--- src/rtl/aci_pkg.sv ---
package aci_pkg;

    // ************************************************************
    // Register map (word index on the plain port)
    // ************************************************************
    localparam logic [3:0] REG_CTRL      = 4'h0;
    localparam logic [3:0] REG_MAX_VELOCITY_LIMIT      = 4'h1;
    localparam logic [3:0] REG_VSCALE    = 4'h2;
    localparam logic [3:0] REG_DEADBAND  = 4'h3;
    localparam logic [3:0] REG_OFFSET    = 4'h4;
    localparam logic [3:0] REG_READING   = 4'h5;
    localparam logic [3:0] REG_STATUS    = 4'h6;
    localparam logic [3:0] REG_CMD       = 4'h7;
    localparam logic [3:0] REG_AZ_OFFSET = 4'h8;

    // ************************************************************
    // Field positions and reset values
    // ************************************************************
    localparam int          CTRL_DUAL_BIT   = 0;
    localparam int          CTRL_SEL_LSB    = 4;
    localparam int          CMD_ZERO_BIT    = 0;
    localparam int          CMD_SAVE_BIT    = 1;
    localparam logic        DUAL_RST        = 1'b1;
    localparam logic [3:0]  SEL_RST         = 4'h0;
    localparam logic [3:0]  SEL_ANALOG_VEL  = 4'h1;
    localparam logic [3:0]  SEL_ANALOG_TRQ  = 4'h3;
    localparam logic [15:0] MAX_VELOCITY_LIMIT_RST        = 16'h0C80;
    localparam logic [15:0] DEADBAND_RST    = 16'h0000;
    localparam logic [15:0] OFFSET_RST      = 16'h0000;

    // ************************************************************
    // Conversion constants
    // ************************************************************
    localparam int ADC_BITS      = 12;
    localparam int LOW_GAIN_MULT = 8;
    localparam int FULL_UNITS    = 16384;
    localparam int FULL_MV       = 10000;
    localparam int HI_EXIT_MV    = 1250;
    localparam int HI_ENTER_MV   = 1000;
    localparam logic [15:0] HI_EXIT_UNITS  =
        16'(HI_EXIT_MV * FULL_UNITS / FULL_MV);
    localparam logic [15:0] HI_ENTER_UNITS =
        16'(HI_ENTER_MV * FULL_UNITS / FULL_MV);
    localparam int SCALE_SHIFT   = 14;

    // ************************************************************
    // Auto-zero timing
    // ************************************************************
    localparam int AZ_TICK_NS    = 1000000;
    localparam int CLK_NS        = 100;
    localparam int AZ_TICK_CYC   = AZ_TICK_NS / CLK_NS;
    localparam int AZ_LOG2       = 8;
    localparam logic [15:0] AZ_DEADBAND_MV = 16'h0002;

    // Magnitude of a signed 16-bit value, saturated to 15 bits
    function automatic logic [15:0] mag16(input logic signed [15:0] v);
        logic [15:0] m;
        m = v[15] ? 16'(-v) : 16'(v);
        if (m[15]) begin
            m = 16'h7FFF;
        end
        return m;
    endfunction : mag16

endpackage : aci_pkg

--- src/rtl/aci_gain_select.sv ---
`timescale 1ns/10ps
module aci_gain_select (
    input  wire logic        clk,
    input  wire logic        srst,
    input  wire logic        dual_gain_enable,
    input  wire logic        sample_valid,
    input  wire logic [15:0] magnitude,
    output logic             gain_high
);

    // ************************************************************
    // Hysteresis gain selector
    // ************************************************************
    // Two thresholds keep the selector from chattering at one level
    always_ff @(posedge clk) begin
        if (srst) begin
            gain_high <= 1'b1;
        end else if (!dual_gain_enable) begin
            gain_high <= 1'b0;
        end else if (sample_valid) begin
            // Top code clips just short of 1.25 V
            if (gain_high &&
                magnitude >= aci_pkg::HI_EXIT_UNITS - 16'h0001) begin
                gain_high <= 1'b0;
            end else if (!gain_high &&
                         magnitude < aci_pkg::HI_ENTER_UNITS) begin
                gain_high <= 1'b1;
            end
        end
    end

endmodule : aci_gain_select

--- src/rtl/aci_averager.sv ---
`timescale 1ns/10ps
module aci_averager #(
    parameter int LOG2 = 8
) (
    input  wire logic               clk,
    input  wire logic               srst,
    input  wire logic               start,
    input  wire logic               tick,
    input  wire logic signed [15:0] sample,
    output logic                    busy,
    output logic                    done,
    output logic signed [15:0]      average
);

    typedef enum logic [1:0] {
        ACI_AV_IDLE = 2'b01,
        ACI_AV_RUN  = 2'b10
    } aci_av_t;

    aci_av_t                   state;     // Sequencer state
    logic [LOG2:0]             count;     // Samples taken
    logic signed [LOG2+15:0]   sum;       // Running sum

    assign busy = (state == ACI_AV_RUN);

    // ************************************************************
    // Average 2**LOG2 velocity samples taken on each tick
    // ************************************************************
    always_ff @(posedge clk) begin
        if (srst) begin
            state   <= ACI_AV_IDLE;
            count   <= '0;
            sum     <= '0;
            done    <= 1'b0;
            average <= 16'sh0000;
        end else begin
            done <= 1'b0;
            unique case (state)
                ACI_AV_IDLE: begin
                    if (start) begin
                        state <= ACI_AV_RUN;
                        count <= '0;
                        sum   <= '0;
                    end
                end
                ACI_AV_RUN: begin
                    if (count[LOG2]) begin
                        // Power-of-two length makes the divide a shift
                        average <= 16'(sum >>> LOG2);
                        done    <= 1'b1;
                        state   <= ACI_AV_IDLE;
                    end else if (tick) begin
                        sum   <= sum + (LOG2+16)'(sample);
                        count <= count + 1'b1;
                    end
                end
            endcase
        end
    end

endmodule : aci_averager

--- src/rtl/aci_top.sv ---
// The implementer's own choices: the placing of the registers and the strobed register port.
`timescale 1ns/10ps
module aci_top #(
    parameter int AZ_TICK_CYC = aci_pkg::AZ_TICK_CYC
) (
    input  wire logic               clk,
    input  wire logic               srst,
    // Register port
    input  wire logic [3:0]         reg_addr,
    input  wire logic [15:0]        reg_wdata,
    input  wire logic               reg_wr,
    input  wire logic               reg_rd,
    output logic [15:0]             reg_rdata,
    // Converter side
    input  wire logic               adc_valid,
    input  wire logic signed [11:0] adc_code,
    output logic                    front_gain_high,
    // Drive loops
    input  wire logic               drive_enabled,
    input  wire logic signed [15:0] motor_velocity,
    output logic signed [23:0]      vel_cmd,
    output logic                    vel_cmd_valid,
    output logic signed [15:0]      torque_cmd,
    output logic                    torque_cmd_valid,
    // Nonvolatile store
    output logic                    nv_save,
    output logic [15:0]             nv_deadband,
    output logic [15:0]             nv_offset,
    output logic [15:0]             nv_az_offset
);

    // ************************************************************
    // Declarations
    // ************************************************************
    logic                dual_gain_enable;    // Automatic gain switch
    logic [3:0]          operating_selector;  // Command interpretation
    logic [15:0]         max_velocity_limit;  // RPM limit
    logic [15:0]         vscale;              // RPM per 10 V
    logic [15:0]         input_deadband;      // Millivolts
    logic signed [15:0]  input_offset_comp;   // Input units
    logic signed [15:0]  input_reading;       // Normalised input
    logic signed [15:0]  az_offset;           // Velocity trim, RPM
    logic                reading_valid;       // Stage one result
    logic signed [15:0]  processed;           // After offset, deadband
    logic                processed_valid;     // Stage two result
    logic                gain_high;           // Gain used now
    logic                zero_req;            // Auto-zero strobe
    logic                save_req;            // Save strobe
    logic [13:0]         tick_cnt;            // Sample divider
    logic                tick;                // Velocity sample enable
    logic                az_busy;             // Averaging running
    logic                az_done;             // Average ready
    logic signed [15:0]  az_average;          // Mean velocity
    logic signed [15:0]  next_reading;        // Normalised code
    logic signed [16:0]  offset_sum;          // Wide sum
    logic signed [15:0]  next_processed;      // Deadband result
    logic [15:0]         db_units;            // Deadband in units

    // Millivolts into internal units of 10 V / 16384
    function automatic logic [15:0] mv_to_units(input logic [15:0] mv);
        logic [31:0] p;
        p = 32'(mv) * 32'(aci_pkg::FULL_UNITS);
        p = p / 32'(aci_pkg::FULL_MV);
        return (p > 32'h7FFF) ? 16'h7FFF : p[15:0];
    endfunction : mv_to_units

    // ************************************************************
    // Register writes
    // ************************************************************
    // Status, reading: read only
    // Control register: gain switch and operating selector
    always_ff @(posedge clk) begin
        if (srst) begin
            dual_gain_enable   <= aci_pkg::DUAL_RST;
            operating_selector <= aci_pkg::SEL_RST;
        end else if (reg_wr && reg_addr == aci_pkg::REG_CTRL) begin
            dual_gain_enable   <= reg_wdata[aci_pkg::CTRL_DUAL_BIT];
            operating_selector <=
                reg_wdata[aci_pkg::CTRL_SEL_LSB +: 4];
        end
    end

    // Velocity limit and scale; the scale defaults to 1.25x limit
    // so that 8 V gives full speed
    always_ff @(posedge clk) begin
        if (srst) begin
            max_velocity_limit <= aci_pkg::MAX_VELOCITY_LIMIT_RST;
            vscale <= 16'((32'(aci_pkg::MAX_VELOCITY_LIMIT_RST) * 32'd5) >> 2);
        end else if (reg_wr) begin
            if (reg_addr == aci_pkg::REG_MAX_VELOCITY_LIMIT) begin
                max_velocity_limit <= reg_wdata;
            end
            if (reg_addr == aci_pkg::REG_VSCALE) begin
                vscale <= reg_wdata;
            end
        end
    end

    // Deadband: software writes it, a finished auto-zero sets it
    always_ff @(posedge clk) begin
        if (srst) begin
            input_deadband <= aci_pkg::DEADBAND_RST;
        end else if (az_done) begin
            // Hardware result wins over a write in the same cycle
            input_deadband <= aci_pkg::AZ_DEADBAND_MV;
        end else if (reg_wr && reg_addr == aci_pkg::REG_DEADBAND) begin
            input_deadband <= reg_wdata;
        end
    end

    // Offset compensation, written as the negated zero reading
    always_ff @(posedge clk) begin
        if (srst) begin
            input_offset_comp <= aci_pkg::OFFSET_RST;
        end else if (reg_wr && reg_addr == aci_pkg::REG_OFFSET) begin
            input_offset_comp <= reg_wdata;
        end
    end

    // Command strobes, one cycle each
    always_ff @(posedge clk) begin
        if (srst) begin
            zero_req <= 1'b0;
            save_req <= 1'b0;
        end else begin
            zero_req <= reg_wr && reg_addr == aci_pkg::REG_CMD &&
                        reg_wdata[aci_pkg::CMD_ZERO_BIT];
            save_req <= reg_wr && reg_addr == aci_pkg::REG_CMD &&
                        reg_wdata[aci_pkg::CMD_SAVE_BIT];
        end
    end

    // ************************************************************
    // Register reads
    // ************************************************************
    // Data stands in the cycle after the strobe only
    // Never inserts a wait
    always_ff @(posedge clk) begin
        if (srst) begin
            reg_rdata <= 16'h0000;
        end else if (reg_rd) begin
            unique case (reg_addr)
                aci_pkg::REG_CTRL: begin
                    reg_rdata <= {8'h00, operating_selector, 3'h0,
                                  dual_gain_enable};
                end
                aci_pkg::REG_MAX_VELOCITY_LIMIT:      reg_rdata <= max_velocity_limit;
                aci_pkg::REG_VSCALE:    reg_rdata <= vscale;
                aci_pkg::REG_DEADBAND:  reg_rdata <= input_deadband;
                aci_pkg::REG_OFFSET:    reg_rdata <= input_offset_comp;
                aci_pkg::REG_READING:   reg_rdata <= input_reading;
                aci_pkg::REG_STATUS: begin
                    reg_rdata <= {13'h0000, drive_enabled, az_busy,
                                  gain_high};
                end
                aci_pkg::REG_AZ_OFFSET: reg_rdata <= az_offset;
                // Unmapped addresses read as zero
                default:                reg_rdata <= 16'h0000;
            endcase
        end else begin
            reg_rdata <= 16'h0000;
        end
    end

    // ************************************************************
    // Gain selection
    // ************************************************************
    // The gain is a level toward the analog front end; the
    // converter sample that arrives carries the gain that was set
    aci_gain_select u_gain (
        .clk              (clk),
        .srst             (srst),
        .dual_gain_enable (dual_gain_enable),
        .sample_valid     (reading_valid),
        .magnitude        (aci_pkg::mag16(input_reading)),
        .gain_high        (gain_high)
    );

    assign front_gain_high = gain_high;

    // ************************************************************
    // Stage one: normalise the code to 10 V / 16384 units
    // ************************************************************
    // High gain code: one step is 0.61 mV; low gain: 4.88 mV, so
    // the low gain code is multiplied by eight
    always_comb begin
        if (gain_high) begin
            next_reading = 16'(adc_code);
        end else begin
            next_reading = 16'(adc_code) <<< 3;
        end
    end

    // Holds between samples
    always_ff @(posedge clk) begin
        if (srst) begin
            input_reading    <= 16'sh0000;
            reading_valid    <= 1'b0;
        end else begin
            reading_valid <= adc_valid;
            if (adc_valid) begin
                input_reading    <= next_reading;
            end
        end
    end

    // ************************************************************
    // Stage two: offset then symmetric deadband
    // ************************************************************
    assign db_units   = mv_to_units(input_deadband);
    assign offset_sum = 17'(input_reading) + 17'(input_offset_comp);

    // Saturate the sum, then zero anything inside the band on
    // either side of zero
    always_comb begin
        // Symmetric clip
        if (offset_sum > 17'sh07FFF) begin
            next_processed = 16'sh7FFF;
        end else if (offset_sum < -17'sh07FFF) begin
            next_processed = -16'sh7FFF;
        end else begin
            next_processed = offset_sum[15:0];
        end
        if (aci_pkg::mag16(next_processed) < db_units) begin
            next_processed = 16'sh0000;
        end
    end

    always_ff @(posedge clk) begin
        if (srst) begin
            processed       <= 16'sh0000;
            processed_valid <= 1'b0;
        end else begin
            processed_valid <= reading_valid;
            if (reading_valid) begin
                processed <= next_processed;
            end
        end
    end

    // ************************************************************
    // Stage three: scale into a velocity or torque command
    // ************************************************************
    // A 16384-unit full scale gives scale/2048 steps above 12.5 %
    // and scale/16384 below 10 %, where the high gain is active
    // Wide so it cannot wrap
    always_ff @(posedge clk) begin
        if (srst) begin
            vel_cmd          <= 24'sh000000;
            vel_cmd_valid    <= 1'b0;
            torque_cmd       <= 16'sh0000;
            torque_cmd_valid <= 1'b0;
        end else begin
            vel_cmd_valid    <= 1'b0;
            torque_cmd_valid <= 1'b0;
            if (processed_valid) begin
                unique case (operating_selector)
                    aci_pkg::SEL_ANALOG_VEL: begin
                        vel_cmd <= 24'((34'(processed) *
                                   34'(signed'({1'b0, vscale})))
                                   >>> aci_pkg::SCALE_SHIFT)
                                   + 24'(az_offset);
                        vel_cmd_valid <= 1'b1;
                    end
                    aci_pkg::SEL_ANALOG_TRQ: begin
                        torque_cmd       <= processed;
                        torque_cmd_valid <= 1'b1;
                    end
                    // Other selectors take commands elsewhere
                    default: begin
                    end
                endcase
            end
        end
    end

    // ************************************************************
    // Auto-zero
    // ************************************************************
    // One-cycle enable that paces velocity sampling
    // Free-running pace
    always_ff @(posedge clk) begin
        if (srst) begin
            tick_cnt <= '0;
            tick     <= 1'b0;
        end else if (tick_cnt == 14'(AZ_TICK_CYC - 1)) begin
            tick_cnt <= '0;
            tick     <= 1'b1;
        end else begin
            tick_cnt <= tick_cnt + 1'b1;
            tick     <= 1'b0;
        end
    end

    // Averaging only means something with the drive enabled and
    // no deadband hiding the offset; the request is simply taken
    // Repeat while busy is lost
    aci_averager #(
        .LOG2    (aci_pkg::AZ_LOG2)
    ) u_avg (
        .clk     (clk),
        .srst    (srst),
        .start   (zero_req && !az_busy),
        .tick    (tick),
        .sample  (motor_velocity),
        .busy    (az_busy),
        .done    (az_done),
        .average (az_average)
    );

    // Internal trim cancels the mean speed offset; it stays
    // volatile until saved
    always_ff @(posedge clk) begin
        if (srst) begin
            az_offset <= 16'sh0000;
        end else if (az_done) begin
            az_offset <= az_offset - az_average;
        end
    end

    // ************************************************************
    // Save to nonvolatile memory
    // ************************************************************
    // Snapshot is taken with the pulse so the store sees stable
    // data while it writes
    // Store takes every pulse
    always_ff @(posedge clk) begin
        if (srst) begin
            nv_save      <= 1'b0;
            nv_deadband  <= 16'h0000;
            nv_offset    <= 16'h0000;
            nv_az_offset <= 16'h0000;
        end else begin
            nv_save <= save_req;
            if (save_req) begin
                nv_deadband  <= input_deadband;
                nv_offset    <= input_offset_comp;
                nv_az_offset <= az_offset;
            end
        end
    end

endmodule : aci_top

--- config.mk ---
export PLATFORM = sky130hd
export DESIGN_NAME = aci_top
export DESIGN_NICKNAME = d
export VERILOG_FILES = /design/src/rtl/aci_pkg.sv /design/src/rtl/aci_gain_select.sv /design/src/rtl/aci_averager.sv /design/src/rtl/aci_top.sv
export SDC_FILE = /design/constraint.sdc
export NUM_CORES = 2
export LEC_CHECK = 0
export BUFFER_PORTS_ARGS = -buffer_cell sky130_fd_sc_hd__buf_4
export CAP_MARGIN = 15
export CORE_MARGIN = 2
export CORE_UTILIZATION = 29
export CTS_CLUSTER_SIZE = 14
export DETAILED_ROUTE_END_ITERATION = 16
export PLACE_DENSITY_LB_ADDON = 0.2
export SETUP_SLACK_MARGIN = 0.5
export SLEW_MARGIN = 20
export SYNTH_ARGS = -nofsm -noshare
export SYNTH_HDL_FRONTEND = slang
export SYNTH_SLANG_ARGS = --single-unit
--- constraint.sdc ---
create_clock -name clk -period 52.7 [get_ports clk]
set_input_delay 5.27 -clock clk [delete_from_list [all_inputs] [get_ports clk]]
set_output_delay 5.27 -clock clk [all_outputs]
set_load 0.02 [all_outputs]
==> results.sh <==
export IMPL_cts_root_buf="clkbuf_16"
export IMPL_setup_tns_ps=0
export IMPL_ys_warn_count=0
export IMPL_ioPinCount=162
export IMPL_globalRouteTotalUtil=0.1810
export IMPL_drt_pre_antenna_iters=8
export IMPL_skew_ps=29.54
export IMPL_startpoint_type="flip-flop"
export IMPL_slew_headroom=0.2573
export IMPL_drive_above_1_share=0.1010
export IMPL_dpl_hpwl_um=77120
export IMPL_rr_startpoint="input_deadband[7]$_SDFFE_PP0P_"
export IMPL_synthCells=3888
export IMPL_cp_end_kind="flip-flop"
export IMPL_syn_nets=4364
export IMPL_synth_async_reset_ratio=0
export IMPL_remaining_drc_errors=0
export IMPL_routed_wl_um=102000
export IMPL_die_area_mm2=0.1097
export IMPL_clockBufferDepth=3
export IMPL_worstHoldPathCells=2
export IMPL_cp_required_ps=53150
export IMPL_viasPerCell=5.203
export IMPL_cts_buffers=34
export IMPL_cp_arrival_ps=28080
export IMPL_period_share=0.5243
export IMPL_slowest_stage="a2111oi_4"
export IMPL_register_area_mm2=0.005831
export IMPL_grt_start_max_net_pins=164
export IMPL_cts_hold_buf=0
export IMPL_final_antenna_net_count=0
export IMPL_cts_tree="done"
export IMPL_antenna_found_initial=4
export IMPL_cts_max_level=2
export IMPL_slowest_delay_ps=960
export IMPL_multi_input_area_mm2=0.02307
export IMPL_grt_pass1_vias=26749
export IMPL_insertion_delay_ps=550
export IMPL_detail_route_iter0_violations=1976
export IMPL_synth_edff_count=0
export IMPL_place_congestion=0.8884
export IMPL_rsz0062_at_grt="false"
export IMPL_maxSlewViolCount=0
export IMPL_coreArea_mm2=0.1066
export IMPL_hold_viol=0
export IMPL_start_util=0.2912
export IMPL_vias=27811
export IMPL_dieWidth_um=331.2
export IMPL_rr_endpoint="processed[3]$_SDFFE_PP0P_"
export IMPL_cts_sinks=291
export IMPL_dieHeight_um=331.2
export IMPL_ir_drop_uv=148.7
export IMPL_r2r_cells=93
export IMPL_synth_ff_type="dfxtp_1"
export IMPL_setup_viol=0
export IMPL_worstHoldStart="vel_cmd[6]$_SDFFE_PP0P_"
export IMPL_portBuffers=161
export IMPL_fin_hold_ws_ps=455.2
export IMPL_n_fill_cell=11420
export IMPL_ys_types=143
export IMPL_clk_pin_slew_ps=60
export IMPL_overflow=0
export IMPL_wl_per_cell_um=19.08
export IMPL_critPathKind="flip-flop to flip-flop"
export IMPL_cts_setup_buffers=0
export IMPL_rrSetupSlack_ps=25070
export IMPL_crit_top_cell="ha_1"
export IMPL_hold_path_endpoint="vel_cmd[6]$_SDFFE_PP0P_"
export IMPL_worstMarginPinSlew_ps=1112
export IMPL_fmax_mhz=36.19
export IMPL_run_status="completed"
export IMPL_power_leakage_nw=14.79
export IMPL_syn_to_final_growth_pct=11.60
export IMPL_synth_yosys_seq_area_share=0.1876
export IMPL_hold_class="flip-flop to flip-flop"
export IMPL_rows=120
export IMPL_grt_pass1_wl_um=159000
export IMPL_synthesis_area_mm2=0.03105
export IMPL_p_per_area_mw_per_mm2=73.97
export IMPL_maxCapViolCount=0
export IMPL_path_max_fanout=33
export IMPL_min_period_ps=27630
export IMPL_cts_resized=0
export IMPL_yosys_register_bits=291
export IMPL_fin_nets=4392
export IMPL_syn_area_per_cell_um2=7.985
-- state kept, by name, summed over array words and instances, names as in the netlist, 2 cells and up --
signal / flops
u_avg.state: 2
tick_cnt: 14
torque_cmd: 16
input_deadband: 16
reg_rdata: 16
nv_offset: 16
nv_deadband: 16
u_avg.average: 16
processed: 16
u_avg.count: 9
input_reading: 15
input_offset_comp: 16
nv_az_offset: 16
vel_cmd: 20
vscale: 16
az_offset: 16
max_velocity_limit: 16
u_avg.sum: 24
operating_selector: 4
-- kinds of logic after synthesis --
| kind of cell | after synthesis | share of synthesized area |
|---|---|---|
| AO/OA/AOI/OAI | 936 | 0.2150 |
| multiplexers | 126 | 0.04147 |
| AND/OR/NAND/NOR | 1395 | 0.2168 |
| flip-flops | 291 | 0.1876 |
| adder cells (fa/ha/maj) | 423 | 0.2180 |
| XOR/XNOR | 171 | 0.05078 |
| buffers and inverters | 546 | 0.07032 |
-- synthesized netlist by cell type, types with 19 or more instances --
cell        n  area, um2
buf_2      26      130.1
xor2_1     37      324.1
or3_1      25      156.4
nand4_1    22      137.6
a21o_1     56      420.4
o21bai_1   44      330.3
a22oi_1    32      240.2
fa_1      197       3944
a222oi_1   19      190.2
nor3_1     81      405.4
nand2_1   497       1866
inv_1     324       1216
nand2b_1   61      381.6
and2_1    116      725.7
o211ai_1   37      277.8
nor2b_1    35      219.0
a22o_1     25      219.0
a31oi_1    33      206.5
a211oi_1   27      202.7
o21a_1     37      277.8
dfxtp_1   291       5826
clkbuf_1  155      581.8
mux2i_1   108       1081
a21oi_1   279       1396
xnor2_1   126       1104
nor2_1    327       1227
nand3_1    71      355.3
and3_1     26      162.7
o21ai_0    99      495.5
nor4_1     26      162.7
ha_1      225       2815
-- cell type report --
| cell class | count | area share |
|---|---|---|
| inverter | 335 | 0.03644 |
| clock buffer | 48 | 0.02755 |
| tap | 1403 | 0.05066 |
| timing repair buffer | 203 | 0.04452 |
| sequential | 291 | 0.1683 |
| antenna | 1 | 0.00007222 |
| multi-input combinational | 3051 | 0.6659 |
| clock inverter | 13 | 0.006536 |
-- power breakdown --
part / switching (W) / leakage [nW] / internal, W
clock network: 0.000101 / 0.578 / 0.000156
logic: 0.00132 / 11.9 / 0.000758
registers: 0.00000875 / 2.35 / 0.000223
total: 0.00143 / 14.8 / 0.00114
-- per-layer routing --
| layer | vias to the layer above | part of all wire | GRT usage |
|---|---|---|---|
| met3 | 114 | 0.057 | 0.02584 |
| met1 | 13376 | 0.48 | 0.2608 |
| met4 | 4 | 0.025 | 0.04897 |
| met5 | - | 0.00033 | 0 |
| li1 | 13574 | - | - |
| met2 | 743 | 0.44 | 0.2807 |
-- worst max-delay path: cells and delay by family, from the launching register on --
family / cells / cell delay (ps)
muxes: 1 / 300
adders and majority gates: 10 / 3370
AOI/OAI and AO/OA: 40 / 12230
DFF: 1 / 510
buffers and inverters: 7 / 1790
and+or+nand+nor: 33 / 8390
xor gates and xnor gates: 2 / 840
-- how the worst max path moves through the flow --
stage / start / endpoint / slack [ps] / cells after the start
final: input_deadband[7]$_SDFFE_PP0P_ / processed[3]$_SDFFE_PP0P_ / 25070 / 93
after global routing: input_deadband[7]$_SDFFE_PP0P_ / processed[0]$_SDFFE_PP0P_ / 22580 / 96
after CTS: input_deadband[7]$_SDFFE_PP0P_ / processed[3]$_SDFFE_PP0P_ / 25090 / 96
after detailed placement: input_deadband[7]$_SDFFE_PP0P_ / processed[0]$_SDFFE_PP0P_ / 25210 / 96
after global placement: input_deadband[13]$_SDFFE_PP0P_ / processed[3]$_SDFFE_PP0P_ / 25820 / 96
after floorplan: input_deadband[8]$_SDFFE_PP0P_ / processed[14]$_SDFFE_PP0P_ / 29890 / 109
-- through the flow --
| stage | util | total power [W] | cell area (um2) | instances | setup WS [ps] |
|---|---|---|---|---|---|
| CTS | 0.3249 | 0.002568 | 34640 | 5344 | 25090 |
| detailed placement | 0.3138 | 0.002297 | 33450 | 5283 | 25210 |
| global placement | 0.3138 | 0.002322 | 33450 | 5283 | 25820 |
| global route | 0.3250 | 0.002809 | 34650 | 5344 | 22580 |
| finish | 0.3250 | 0.002563 | 34650 | 5345 | 25070 |
| floorplan | - | 0.001874 | 31050 | 3888 | 29890 |
-- cells in the final DEF, fill, tap and decap left out, types with 71 or more instances in the layout --
cell type	n
nand2_1	497
nor2_1	326
inv_1	324
dfxtp_1	289
a21oi_1	279
ha_1	225
buf_4	201
fa_1	197
xnor2_1	125
and2_1	116
mux2i_1	108
o21ai_0	98
nor3_1	79
nand3_1	71
No activity file was read; power rests on OpenSTA's default activity.
